## config.mk

```make
export PLATFORM = sky130hd
export DESIGN_NAME = dmr_mem_flat
export DESIGN_NICKNAME = d
export VERILOG_FILES = /design/src/design/dmr_pkg.sv /design/src/design/dmr_if.sv /design/src/design/dmr_order.sv /design/src/design/dmr_mem.sv /design/src/flat_wrapper.sv
export SDC_FILE = /design/constraint.sdc
export NUM_CORES = 1
export LEC_CHECK = 0
export ABC_AREA = 1
export BUFFER_PORTS_ARGS = -buffer_cell sky130_fd_sc_hd__buf_4
export CAP_MARGIN = 20
export CORE_MARGIN = 3
export CORE_UTILIZATION = 35
export DETAILED_ROUTE_END_ITERATION = 6
export PLACE_DENSITY = 0.65
export SLEW_MARGIN = 5
export SYNTH_ARGS = -nofsm -noshare
export SYNTH_HDL_FRONTEND = slang
export SYNTH_SLANG_ARGS = --single-unit
export TNS_END_PERCENT = 30
```

## constraint.sdc

```tcl
create_clock -name mclk -period 2.1 [get_ports mclk]
set_input_delay 0 -clock mclk [delete_from_list [all_inputs] [get_ports mclk]]
set_output_delay 0 -clock mclk [all_outputs]
set_load 0.02 [all_outputs]
```

## src/design/dmr_pkg.sv

```systemverilog
// constants and types for the mode register and burst order block
// Notes on behaviour
// - BA1/BA0 00 loads base, 01 extended
// - registers hold until rewritten by same command
// - base fields: A0-2 length, A3 type, A4-6 latency
// - lengths 2,4,8 coded 001,010,011 only
// - A3 zero sequential, one interleaved
// - burst wraps inside aligned block of length
// - sequential adds beat, interleaved xors beat
// - top column bit A8 x16, A7 x32
// - one length serves reads and writes
// - first read data after latency, 2.5 counted as 2
// - controller programs only when idle, waits delay
// - A7-A11 zero normal, A8 alone resets DLL
// - DLL reset followed by normal-mode register write
// - controller writes zero to unused bits
// - extended register holds DLL enable, drive strength
// - DLL enable then reset, wait 200 cycles
// - self refresh exit enables DLL automatically
// - initialization waits delay and 200 cycles
// - auto refreshes may follow first register write
// - auto-precharge bit A8 x32, A10 x16
// - no power-up value (reset here loads both with MODE_RST, 000); controller programs both
// - fixed initialization command order
package dmr_pkg;
    localparam int          ADDR_W        = 12;
    localparam logic [1:0]  BANK_BASE     = 2'h0;
    localparam logic [1:0]  BANK_EXT      = 2'h1;
    localparam int          BL_LSB        = 0;
    localparam int          BT_POS        = 3;
    localparam int          CL_LSB        = 4;
    localparam int          DLLRST_POS    = 8;
    localparam int          DLLDIS_POS    = 0;
    localparam int          DRIVE_POS     = 1;
    localparam int          TOP_COL_X16   = 8;
    localparam int          TOP_COL_X32   = 7;
    localparam int          AP_X16        = 10;
    localparam int          AP_X32        = 8;
    localparam logic [2:0]  BL_CODE_2     = 3'h1;
    localparam logic [2:0]  BL_CODE_4     = 3'h2;
    localparam logic [2:0]  BL_CODE_8     = 3'h3;
    localparam logic [2:0]  CL_CODE_2     = 3'h2;
    localparam logic [2:0]  CL_CODE_3     = 3'h3;
    localparam logic [2:0]  CL_CODE_25    = 3'h6;
    localparam logic [ADDR_W-1:0] MODE_RST = 12'h000;
    localparam int          TMRD_CYCLES   = 2;
    localparam int          DLL_CYCLES    = 200;
    localparam int          REFRESH_COUNT = 2;
    typedef enum logic [3:0] {
        CMD_NOP, CMD_PREALL, CMD_MRS, CMD_REFRESH,
        CMD_READ, CMD_WRITE, CMD_SREF_EXIT
    } dmr_cmd_type;
    typedef enum logic [1:0] {
        LAT_RSVD, LAT_2, LAT_25, LAT_3
    } dmr_lat_type;
endpackage

```

## src/design/dmr_if.sv

```systemverilog
// command bus between controller and memory mode logic
`timescale 1ns/1ps
`default_nettype none
interface dmr_if;
    dmr_pkg::dmr_cmd_type         cmd;
    logic [1:0]                   ba;
    logic [dmr_pkg::ADDR_W-1:0]   addr;
    logic                         busy;
    modport ctrl (output cmd, output ba, output addr, input busy);
    modport mem  (input cmd, input ba, input addr, output busy);
endinterface
`default_nettype wire

```

## src/design/dmr_order.sv

```systemverilog
// column order generator for one burst beat
`timescale 1ns/1ps
`default_nettype none
module dmr_order (
    input  wire logic [2:0] start_col,
    input  wire logic [2:0] beat,
    input  wire logic [2:0] bl_code,
    input  wire logic       interleave,
    output logic      [2:0] col
);
    logic [2:0] mask;
    logic [2:0] low;
    always_comb begin
        case (bl_code)
            dmr_pkg::BL_CODE_2: mask = 3'h1;
            dmr_pkg::BL_CODE_4: mask = 3'h3;
            default:            mask = 3'h7;
        endcase
        // wrap inside the block
        if (interleave) begin
            low = start_col ^ beat;
        end else begin
            low = 3'(start_col + beat);
        end
        col = (start_col & ~mask) | (low & mask);
    end
endmodule
`default_nettype wire

```

## src/design/dmr_mem.sv

```systemverilog
// memory end: mode registers and burst column sequencing
`timescale 1ns/1ps
`default_nettype none
module dmr_mem #(
    parameter bit WIDE32 = 1'b0
) (
    input  wire logic                       mclk,
    input  wire logic                       rstn,
    dmr_if.mem                              bus,
    output logic [dmr_pkg::ADDR_W-1:0]      base_mode_register,
    output logic [dmr_pkg::ADDR_W-1:0]      extended_mode_register,
    output logic                            dll_enabled,
    output logic                            dll_reset_pulse,
    output logic                            output_drive_strength,
    output logic [1:0]                      latency,
    output logic [8:0]                      col_addr,
    output logic                            col_valid,
    output logic                            col_write,
    output logic                            auto_precharge_bit,
    output logic                            read_data_start
);
    localparam int TOP = WIDE32 ? dmr_pkg::TOP_COL_X32 : dmr_pkg::TOP_COL_X16;
    localparam int APB = WIDE32 ? dmr_pkg::AP_X32 : dmr_pkg::AP_X16;

    logic [dmr_pkg::ADDR_W-1:0] base_ff, ext_ff;
    logic       sref_en_ff, dllrst_ff, busy_ff, ap_ff, wr_ff, val_ff;
    logic [8:0] start_ff, col_ff;
    logic [2:0] beat_ff, left_ff;
    logic       col_val_ff, col_wr_ff, col_ap_ff;
    logic       rd_pend_ff, rdstart_ff;
    logic [2:0] order_col;
    logic [2:0] nxt_len;
    logic       is_mrs;

    assign is_mrs = bus.cmd == dmr_pkg::CMD_MRS;

    // --------------------------------
    // mode registers
    // --------------------------------
    always_ff @(posedge mclk or negedge rstn) begin
        if (!rstn) begin
            base_ff <= dmr_pkg::MODE_RST;
            ext_ff  <= dmr_pkg::MODE_RST;
        end else if (is_mrs && bus.ba == dmr_pkg::BANK_BASE) begin
            base_ff <= bus.addr;
        end else if (is_mrs && bus.ba == dmr_pkg::BANK_EXT) begin
            ext_ff <= bus.addr;
        end
    end

    always_ff @(posedge mclk or negedge rstn) begin
        if (!rstn) begin
            dllrst_ff <= 1'b0;
        end else begin
            // A8 alone among A7-A11 resets the DLL
            dllrst_ff <= is_mrs && bus.ba == dmr_pkg::BANK_BASE
                         && bus.addr[11:7] == 5'h02;
        end
    end

    always_ff @(posedge mclk or negedge rstn) begin
        if (!rstn) begin
            sref_en_ff <= 1'b0;
        end else if (bus.cmd == dmr_pkg::CMD_SREF_EXIT) begin
            sref_en_ff <= 1'b1;
        end else if (is_mrs && bus.ba == dmr_pkg::BANK_EXT) begin
            sref_en_ff <= 1'b0;
        end
    end

    // --------------------------------
    // burst sequencing
    // --------------------------------
    always_comb begin
        case (base_ff[dmr_pkg::BL_LSB +: 3])
            dmr_pkg::BL_CODE_2: nxt_len = 3'h1;
            dmr_pkg::BL_CODE_4: nxt_len = 3'h3;
            default:            nxt_len = 3'h7;
        endcase
    end

    dmr_order u_order (
        .start_col  (start_ff[2:0]),
        .beat       (beat_ff),
        .bl_code    (base_ff[dmr_pkg::BL_LSB +: 3]),
        .interleave (base_ff[dmr_pkg::BT_POS]),
        .col        (order_col)
    );

    always_ff @(posedge mclk or negedge rstn) begin
        if (!rstn) begin
            start_ff <= 9'h000;
            beat_ff  <= 3'h0;
            left_ff  <= 3'h0;
            val_ff   <= 1'b0;
            wr_ff    <= 1'b0;
            ap_ff    <= 1'b0;
            busy_ff  <= 1'b0;
        end else if (bus.cmd == dmr_pkg::CMD_READ || bus.cmd == dmr_pkg::CMD_WRITE) begin
            start_ff <= 9'(bus.addr[TOP:0]);
            beat_ff  <= 3'h0;
            left_ff  <= nxt_len;
            val_ff   <= 1'b1;
            wr_ff    <= bus.cmd == dmr_pkg::CMD_WRITE;
            ap_ff    <= bus.addr[APB];
            busy_ff  <= 1'b1;
        end else if (val_ff && left_ff != 3'h0) begin
            beat_ff <= 3'(beat_ff + 3'h1);
            left_ff <= 3'(left_ff - 3'h1);
        end else begin
            val_ff  <= 1'b0;
            busy_ff <= 1'b0;
        end
    end

    always_ff @(posedge mclk or negedge rstn) begin
        if (!rstn) begin
            col_ff     <= 9'h000;
            col_val_ff <= 1'b0;
            col_wr_ff  <= 1'b0;
            col_ap_ff  <= 1'b0;
        end else begin
            // qualifiers ride with the column they belong to
            col_ff     <= {start_ff[8:3], order_col};
            col_val_ff <= val_ff;
            col_wr_ff  <= wr_ff;
            col_ap_ff  <= ap_ff;
        end
    end

    // --------------------------------
    // read latency
    // --------------------------------
    always_ff @(posedge mclk or negedge rstn) begin
        if (!rstn) begin
            rd_pend_ff <= 1'b0;
            rdstart_ff <= 1'b0;
        end else if (bus.cmd == dmr_pkg::CMD_READ) begin
            // latency 3 waits one extra clock
            rd_pend_ff <= latency == dmr_pkg::LAT_3;
            rdstart_ff <= latency != dmr_pkg::LAT_3;
        end else begin
            rdstart_ff <= rd_pend_ff;
            rd_pend_ff <= 1'b0;
        end
    end

    always_ff @(posedge mclk or negedge rstn) begin
        if (!rstn) begin
            latency <= dmr_pkg::LAT_RSVD;
        end else begin
            case (base_ff[dmr_pkg::CL_LSB +: 3])
                dmr_pkg::CL_CODE_2:  latency <= dmr_pkg::LAT_2;
                dmr_pkg::CL_CODE_3:  latency <= dmr_pkg::LAT_3;
                dmr_pkg::CL_CODE_25: latency <= dmr_pkg::LAT_25;
                default:             latency <= dmr_pkg::LAT_RSVD;
            endcase
        end
    end

    // --------------------------------
    // outputs
    // --------------------------------
    always_ff @(posedge mclk or negedge rstn) begin
        if (!rstn) begin
            base_mode_register     <= dmr_pkg::MODE_RST;
            extended_mode_register <= dmr_pkg::MODE_RST;
            dll_enabled            <= 1'b0;
            dll_reset_pulse        <= 1'b0;
            output_drive_strength  <= 1'b0;
            col_addr               <= 9'h000;
            col_valid              <= 1'b0;
            col_write              <= 1'b0;
            auto_precharge_bit     <= 1'b0;
            read_data_start        <= 1'b0;
        end else begin
            base_mode_register     <= base_ff;
            extended_mode_register <= ext_ff;
            dll_enabled            <= sref_en_ff | ~ext_ff[dmr_pkg::DLLDIS_POS];
            dll_reset_pulse        <= dllrst_ff;
            output_drive_strength  <= ext_ff[dmr_pkg::DRIVE_POS];
            col_addr               <= col_ff;
            col_valid              <= col_val_ff;
            col_write              <= col_wr_ff;
            auto_precharge_bit     <= col_ap_ff;
            read_data_start        <= rdstart_ff;
        end
    end

    assign bus.busy = busy_ff;
endmodule
`default_nettype wire

```

## src/flat_wrapper.sv

```systemverilog
// flat-port wrapper written by rule: the top's interface ports become plain ports
module dmr_mem_flat 
#(
    parameter bit WIDE32 = 1'b0
)
  (mclk, rstn, base_mode_register, extended_mode_register, dll_enabled, dll_reset_pulse, output_drive_strength, latency, col_addr, col_valid, col_write, auto_precharge_bit, read_data_start, bus_cmd, bus_ba, bus_addr, bus_busy);
  dmr_if bus_i ();
  input  wire logic mclk;
  input  wire logic rstn;
  output logic [dmr_pkg::ADDR_W-1:0] base_mode_register;
  output logic [dmr_pkg::ADDR_W-1:0] extended_mode_register;
  output logic dll_enabled;
  output logic dll_reset_pulse;
  output logic output_drive_strength;
  output logic [1:0] latency;
  output logic [8:0] col_addr;
  output logic col_valid;
  output logic col_write;
  output logic auto_precharge_bit;
  output logic read_data_start;
  input wire logic [$bits(bus_i.cmd)-1:0] bus_cmd;
  input wire logic [$bits(bus_i.ba)-1:0] bus_ba;
  input wire logic [$bits(bus_i.addr)-1:0] bus_addr;
  output wire logic [$bits(bus_i.busy)-1:0] bus_busy;
  assign bus_i.cmd = bus_cmd;
  assign bus_i.ba = bus_ba;
  assign bus_i.addr = bus_addr;
  assign bus_busy = bus_i.busy;
  dmr_mem #(.WIDE32(WIDE32)) u_core (.mclk(mclk), .rstn(rstn), .bus(bus_i), .base_mode_register(base_mode_register), .extended_mode_register(extended_mode_register), .dll_enabled(dll_enabled), .dll_reset_pulse(dll_reset_pulse), .output_drive_strength(output_drive_strength), .latency(latency), .col_addr(col_addr), .col_valid(col_valid), .col_write(col_write), .auto_precharge_bit(auto_precharge_bit), .read_data_start(read_data_start));
endmodule
```

# Word-level counts from Yosys, hierarchy flattened
# Cells that the tools add are included.
# classes
addsub	3
eq_ne	14
n_mux	13
n_bitwise	8
n_reduce_logical	10
# ops
operator	count
3-bit two-way mux	5
4-bit by 3-bit equality test with 1-bit output, second input constant	3
3-bit by 2-bit equality test with 1-bit output, second input constant	3
3-bit AND	2
1-bit two-way mux	6
2-bit one-hot mux with 3 select lines	1
3-bit one-hot mux with 2 select lines	1
5-bit by 2-bit equality test with 1-bit output, second input constant	1
4-bit by 2-bit equality test with 1-bit output, second input constant	1
1-bit logical AND	4
2-bit nonzero test	2
3-bit by 1-bit adder with 3-bit output, second input constant	1
3-bit adder	1
3-bit by 1-bit equality test with 1-bit output, second input constant	1
3-bit equality test, second input constant	1
3-bit inverter	1
3-bit bitwise OR	1
3-bit nonzero test	1
3-bit by 1-bit subtractor with 3-bit output, second input constant	1
3-bit bitwise XOR	1
2-bit by 1-bit equality test with 1-bit output, second input constant	1
2-bit equality test, second input constant	1
2-bit zero test	1
2-bit by 1-bit inequality test with 1-bit output, second input constant	1
5 further kinds	6
# totals
register_bits	100
output_inout_bits	43

# Depth between registers and ports, before layout
# depth
depth_word	5
depth_mapped	10
mapped_depth_nobuf	10

# Hierarchy
# Synthesis repeated with hierarchy kept, for this count alone.
# unflattened
hier_cells	293
hier_area_um2	3489.6
# by_module_without_submodules
module	n_inst	cells_each	area_each_um2	seq_area_each_um2
dmr_mem	1	256	3304.4	2477.4
dmr_order	1	37	185.2	0.0

# Least setup slack after synthesis
# No wires, ideal clock.
# synth_path
path_kind	register to register
start	register u_core.beat_ff[0]
end	register u_core.col_ff[2]
setup_time_ns	0.117
arrival_time_ns	1.401
required_ns	1.983
slack_ns	0.582
path_stages_with_launch	10
path_buffers	0
synth_period_minus_slack_ns	1.518
cell_sequence	dfrtp_1 ha_1 inv_1 fa_1 nor2_1 nor2_1 nor2_1 nand2_1 nor2_1 nor2_1
# synth_via
elab_chain_cells	4
# synth_rtl
element	line	text
from (decl)	dmr_mem.sv:28	logic [2:0] beat_ff, left_ff;
from (signal assigned)	dmr_mem.sv:108	beat_ff <= 3'(beat_ff + 3'h1);
3-bit adder	dmr_order.sv:23	low = 3'(start_col + beat);
3-bit two-way mux	dmr_order.sv:20	if (interleave) begin
3-bit AND	dmr_order.sv:25	col = (start_col & ~mask) | (low & mask);
3-bit bitwise OR	dmr_order.sv:25	
via u_core.order_col[2]	dmr_mem.sv:31	logic [2:0] order_col;
to (signal assigned)	dmr_mem.sv:124	col_ff <= {start_ff[8:3], order_col};
to (decl)	dmr_mem.sv:27	logic [8:0] start_ff, col_ff;
# The timed path passes the listed nets, and every way through them passes these cells.
# A chain may end at the register's enable or synchronous reset.

# Final worst setup path
# layout_path
start	input bus_cmd[0]
end	register u_core.dllrst_ff
# layout_via
elab_chain_cells	3
# layout_rtl
element	line	text
from (decl)	flat_wrapper.sv:21	input wire logic [$bits(bus_i.cmd)-1:0] bus_cmd;
4-bit by 2-bit equality test with 1-bit output	dmr_mem.sv:35	assign is_mrs = bus.cmd == dmr_pkg::CMD_MRS;
1-bit logical AND	dmr_mem.sv:56	dllrst_ff <= is_mrs && bus.ba == dmr_pkg::BANK_BASE
1-bit logical AND	dmr_mem.sv:57	&& bus.addr[11:7] == 5'h02;
to (signal assigned)	dmr_mem.sv:56	
to (decl)	dmr_mem.sv:26	logic sref_en_ff, dllrst_ff, busy_ff, ap_ff, wr_ff, val_ff;
# Every way passes these cells.

==> reports/metrics.cfg <==
[die]
initial_core_util_pct=36.7
dieArea_mm2=0.0111
die_w_um=105
ioPinCount=63
num_rows=35
die-height_um=105
core_area_mm2=0.00942

[cts]
cts_root_buf=clkbuf_8
cts.sinks=99
clock_latency_ps=360
postCtsSetupRepairBufs=0
cts_tree=built
cts_made_buffers=9
htree_levels=3
max-clock-path-buffers=2
cts.reportedPaths.clkPinSlew_ps=100

[power_and_ir_drop]
finalPower_uw=4780
p_leak_uw=0.00226
ir_drop_mv=0.437
pwr_density_cell_mw_per_mm2=1080

[worst_setup_path]
cp-end-kind=register
crit_fanout=25
start_kind=primary input
arrival_ps=2220
rr_endpoint=u_core.col_ff[2]
path_class=primary input to register
r2r_start=u_core.beat_ff[0]
r2r_setup_slack_ps=480
r2r_cells=9
cp.required_ps=2400

[logic_synthesis]
post-synth-top-area-cell=dfrtp_1
ys_seq_area_share_pct=71.8
synth_cell_types=23
synthesis.area_mm2=0.00345
synthCells=285
synth_top_cells_by_area=dfrtp_1 72%, nand2_1 6.6%, o21ai_2 5.3%
yosys_warnings=0
syn-num-nets=311
ys_seq_elements=99
synth.avg_cell_area_um2=12.1
netlist.area_leader.share_pct=71.8

[layout]
drive_gt1_share_pct=28.5
final_net_count=397
final_common_cell=dfrtp_1
post-route-util_pct=46.8
final_cell_mix=99 x dfrtp_1, 64 x buf_4, 61 x nand2_1
fin_cells=505
area_delta_synth_final_pct=27.8
n_antenna_cell=0

[routing]
routedWlPerCell_um=11.9
routed_wl_mm=6.03
first_pass_iters=5
via_per_inst=4.17
antenna_left=0
drtIter0Drc=30
drc=0
vias=2106

[sta]
drv_slew=0
max_slew_margin_pct=55.9
finalSetupTns_ps=0
skew_ps=12.3
min_period_ps=1910
fmax_mhz=523
rsz0062_at_grt=no
worst_slack_ps=187
period_share_pct=91.1
tightest_slew_ps=660
hold_viol_final=0
setup_viol=0

[global_route]
grt_pass1_vias=2058
grt_start_max_net_pins=52
antenna_found_initial=0
grt-ovfl-total=0
grt_util_all_layers_pct=11.5
grt_pass1_wl_mm=9.99

[run_status]
status=finished, final reports clean

[placement]
gp_congestion=0.809
dpl.hpwl_mm=3.99
place_ws_ps=484
dp_cells=471
port_buffers=62

[job]
maxCapViolCount=0

[min_path]
min_path_type=primary input to async pin

## worst max-delay path by stage
stage	start	to	cells past startpoint	slack [ps]
3_5_place_dp	u_core.beat_ff[0]	u_core.col_ff[2]	9	480
4_1_cts	bus_cmd[0]	u_core.dllrst_ff	8	240
6_report	bus_cmd[0]	u_core.dllrst_ff	8	190
5_1_grt	bus_cmd[0]	u_core.dllrst_ff	8	50
3_3_place_gp	u_core.beat_ff[0]	u_core.col_ff[2]	9	530
2_1_floorplan	u_core.beat_ff[0]	u_core.col_ff[2]	9	580
## registers in the layout (all words and copies together), names as in the netlist, 2 cells and up
name	flops
u_core.left_ff	3
u_core.ext_ff	12
u_core.col_ff	9
u_core.extended_mode_register	12
u_core.beat_ff	3
u_core.base_ff	12
u_core.base_mode_register	12
u_core.start_ff	9
u_core.latency	2
u_core.col_addr	9
## timing repair
action,4_1_cts,5_1_grt
endpoints found under the setup margin,0,0
hold buffers,18,0
gates resized for setup,0,0
hold endpoints to repair,88,0
## synthesized netlist by cell type (all sizes together)
master,count
dfrtp,99
nand2,63
o21ai,39
inv,37
nor2,19
buf,6
ha,5
nand3,4
o211ai,3
clkbuf,2
xor2,2
a21oi,1
fa,1
nand3b,1
nand4,1
nor3,1
nor4,1
## routing by layer
layer	vias up	part of all wire, %	global-route usage [%]
met4	0	1.4	4.22
met3	8	4.7	3.80
met2	43	49	18.6
met1	992	45	14.4
li1	1063	-	-
met5	-	0	0
## critical path: stages
cell	delay (ps)
dlygate4sd3_1	540
buf_4	150
nor2_2	120
nand2_1	80
nor2_2	130
nand2_2	390
nor3_2	230
dlygate4sd3_1	570
## cell type report
| type | instances | area (um2) |
|---|---|---|
| clock buffers | 9 | 124 |
| clock inverters | 7 | 58.8 |
| fillers | 871 | 5000 |
| inverters | 37 | 139 |
| multi-input cells | 141 | 769 |
| flip-flops and latches | 99 | 2480 |
| well taps | 129 | 161 |
| repair buffers | 83 | 681 |
## cells by family (layout without fill, tap and decap cells)
group	count (synthesis)	after routing	synth area share [%]
AOI/OAI and AO/OA	43	43	8.74
xor gates and xnor gates	2	2	0.508
adders and majority gates	6	6	2.39
buffers and inverters	45	136	5.91
DFF	99	99	71.8
and+or+nand+nor	90	90	10.7
## report_power, final
part	leakage, uW	internal (uW)	switching, uW
Clock	0.0000921	450	689
Sequential	0.00125	2310	184
Combinational	0.000920	488	655
Total	0.00226	3250	1530
## stage by stage
stage / hold slack (ps) / area, um2
3_3_place_gp: 57.7 / 4050
3_5_place_dp: 63.1 / 4050
6_report: 191 / 4410
2_1_floorplan: -296 / 3450
5_1_grt: 243 / 4410
4_1_cts: 204 / 4410
Power figures use the tool's default switching activity.
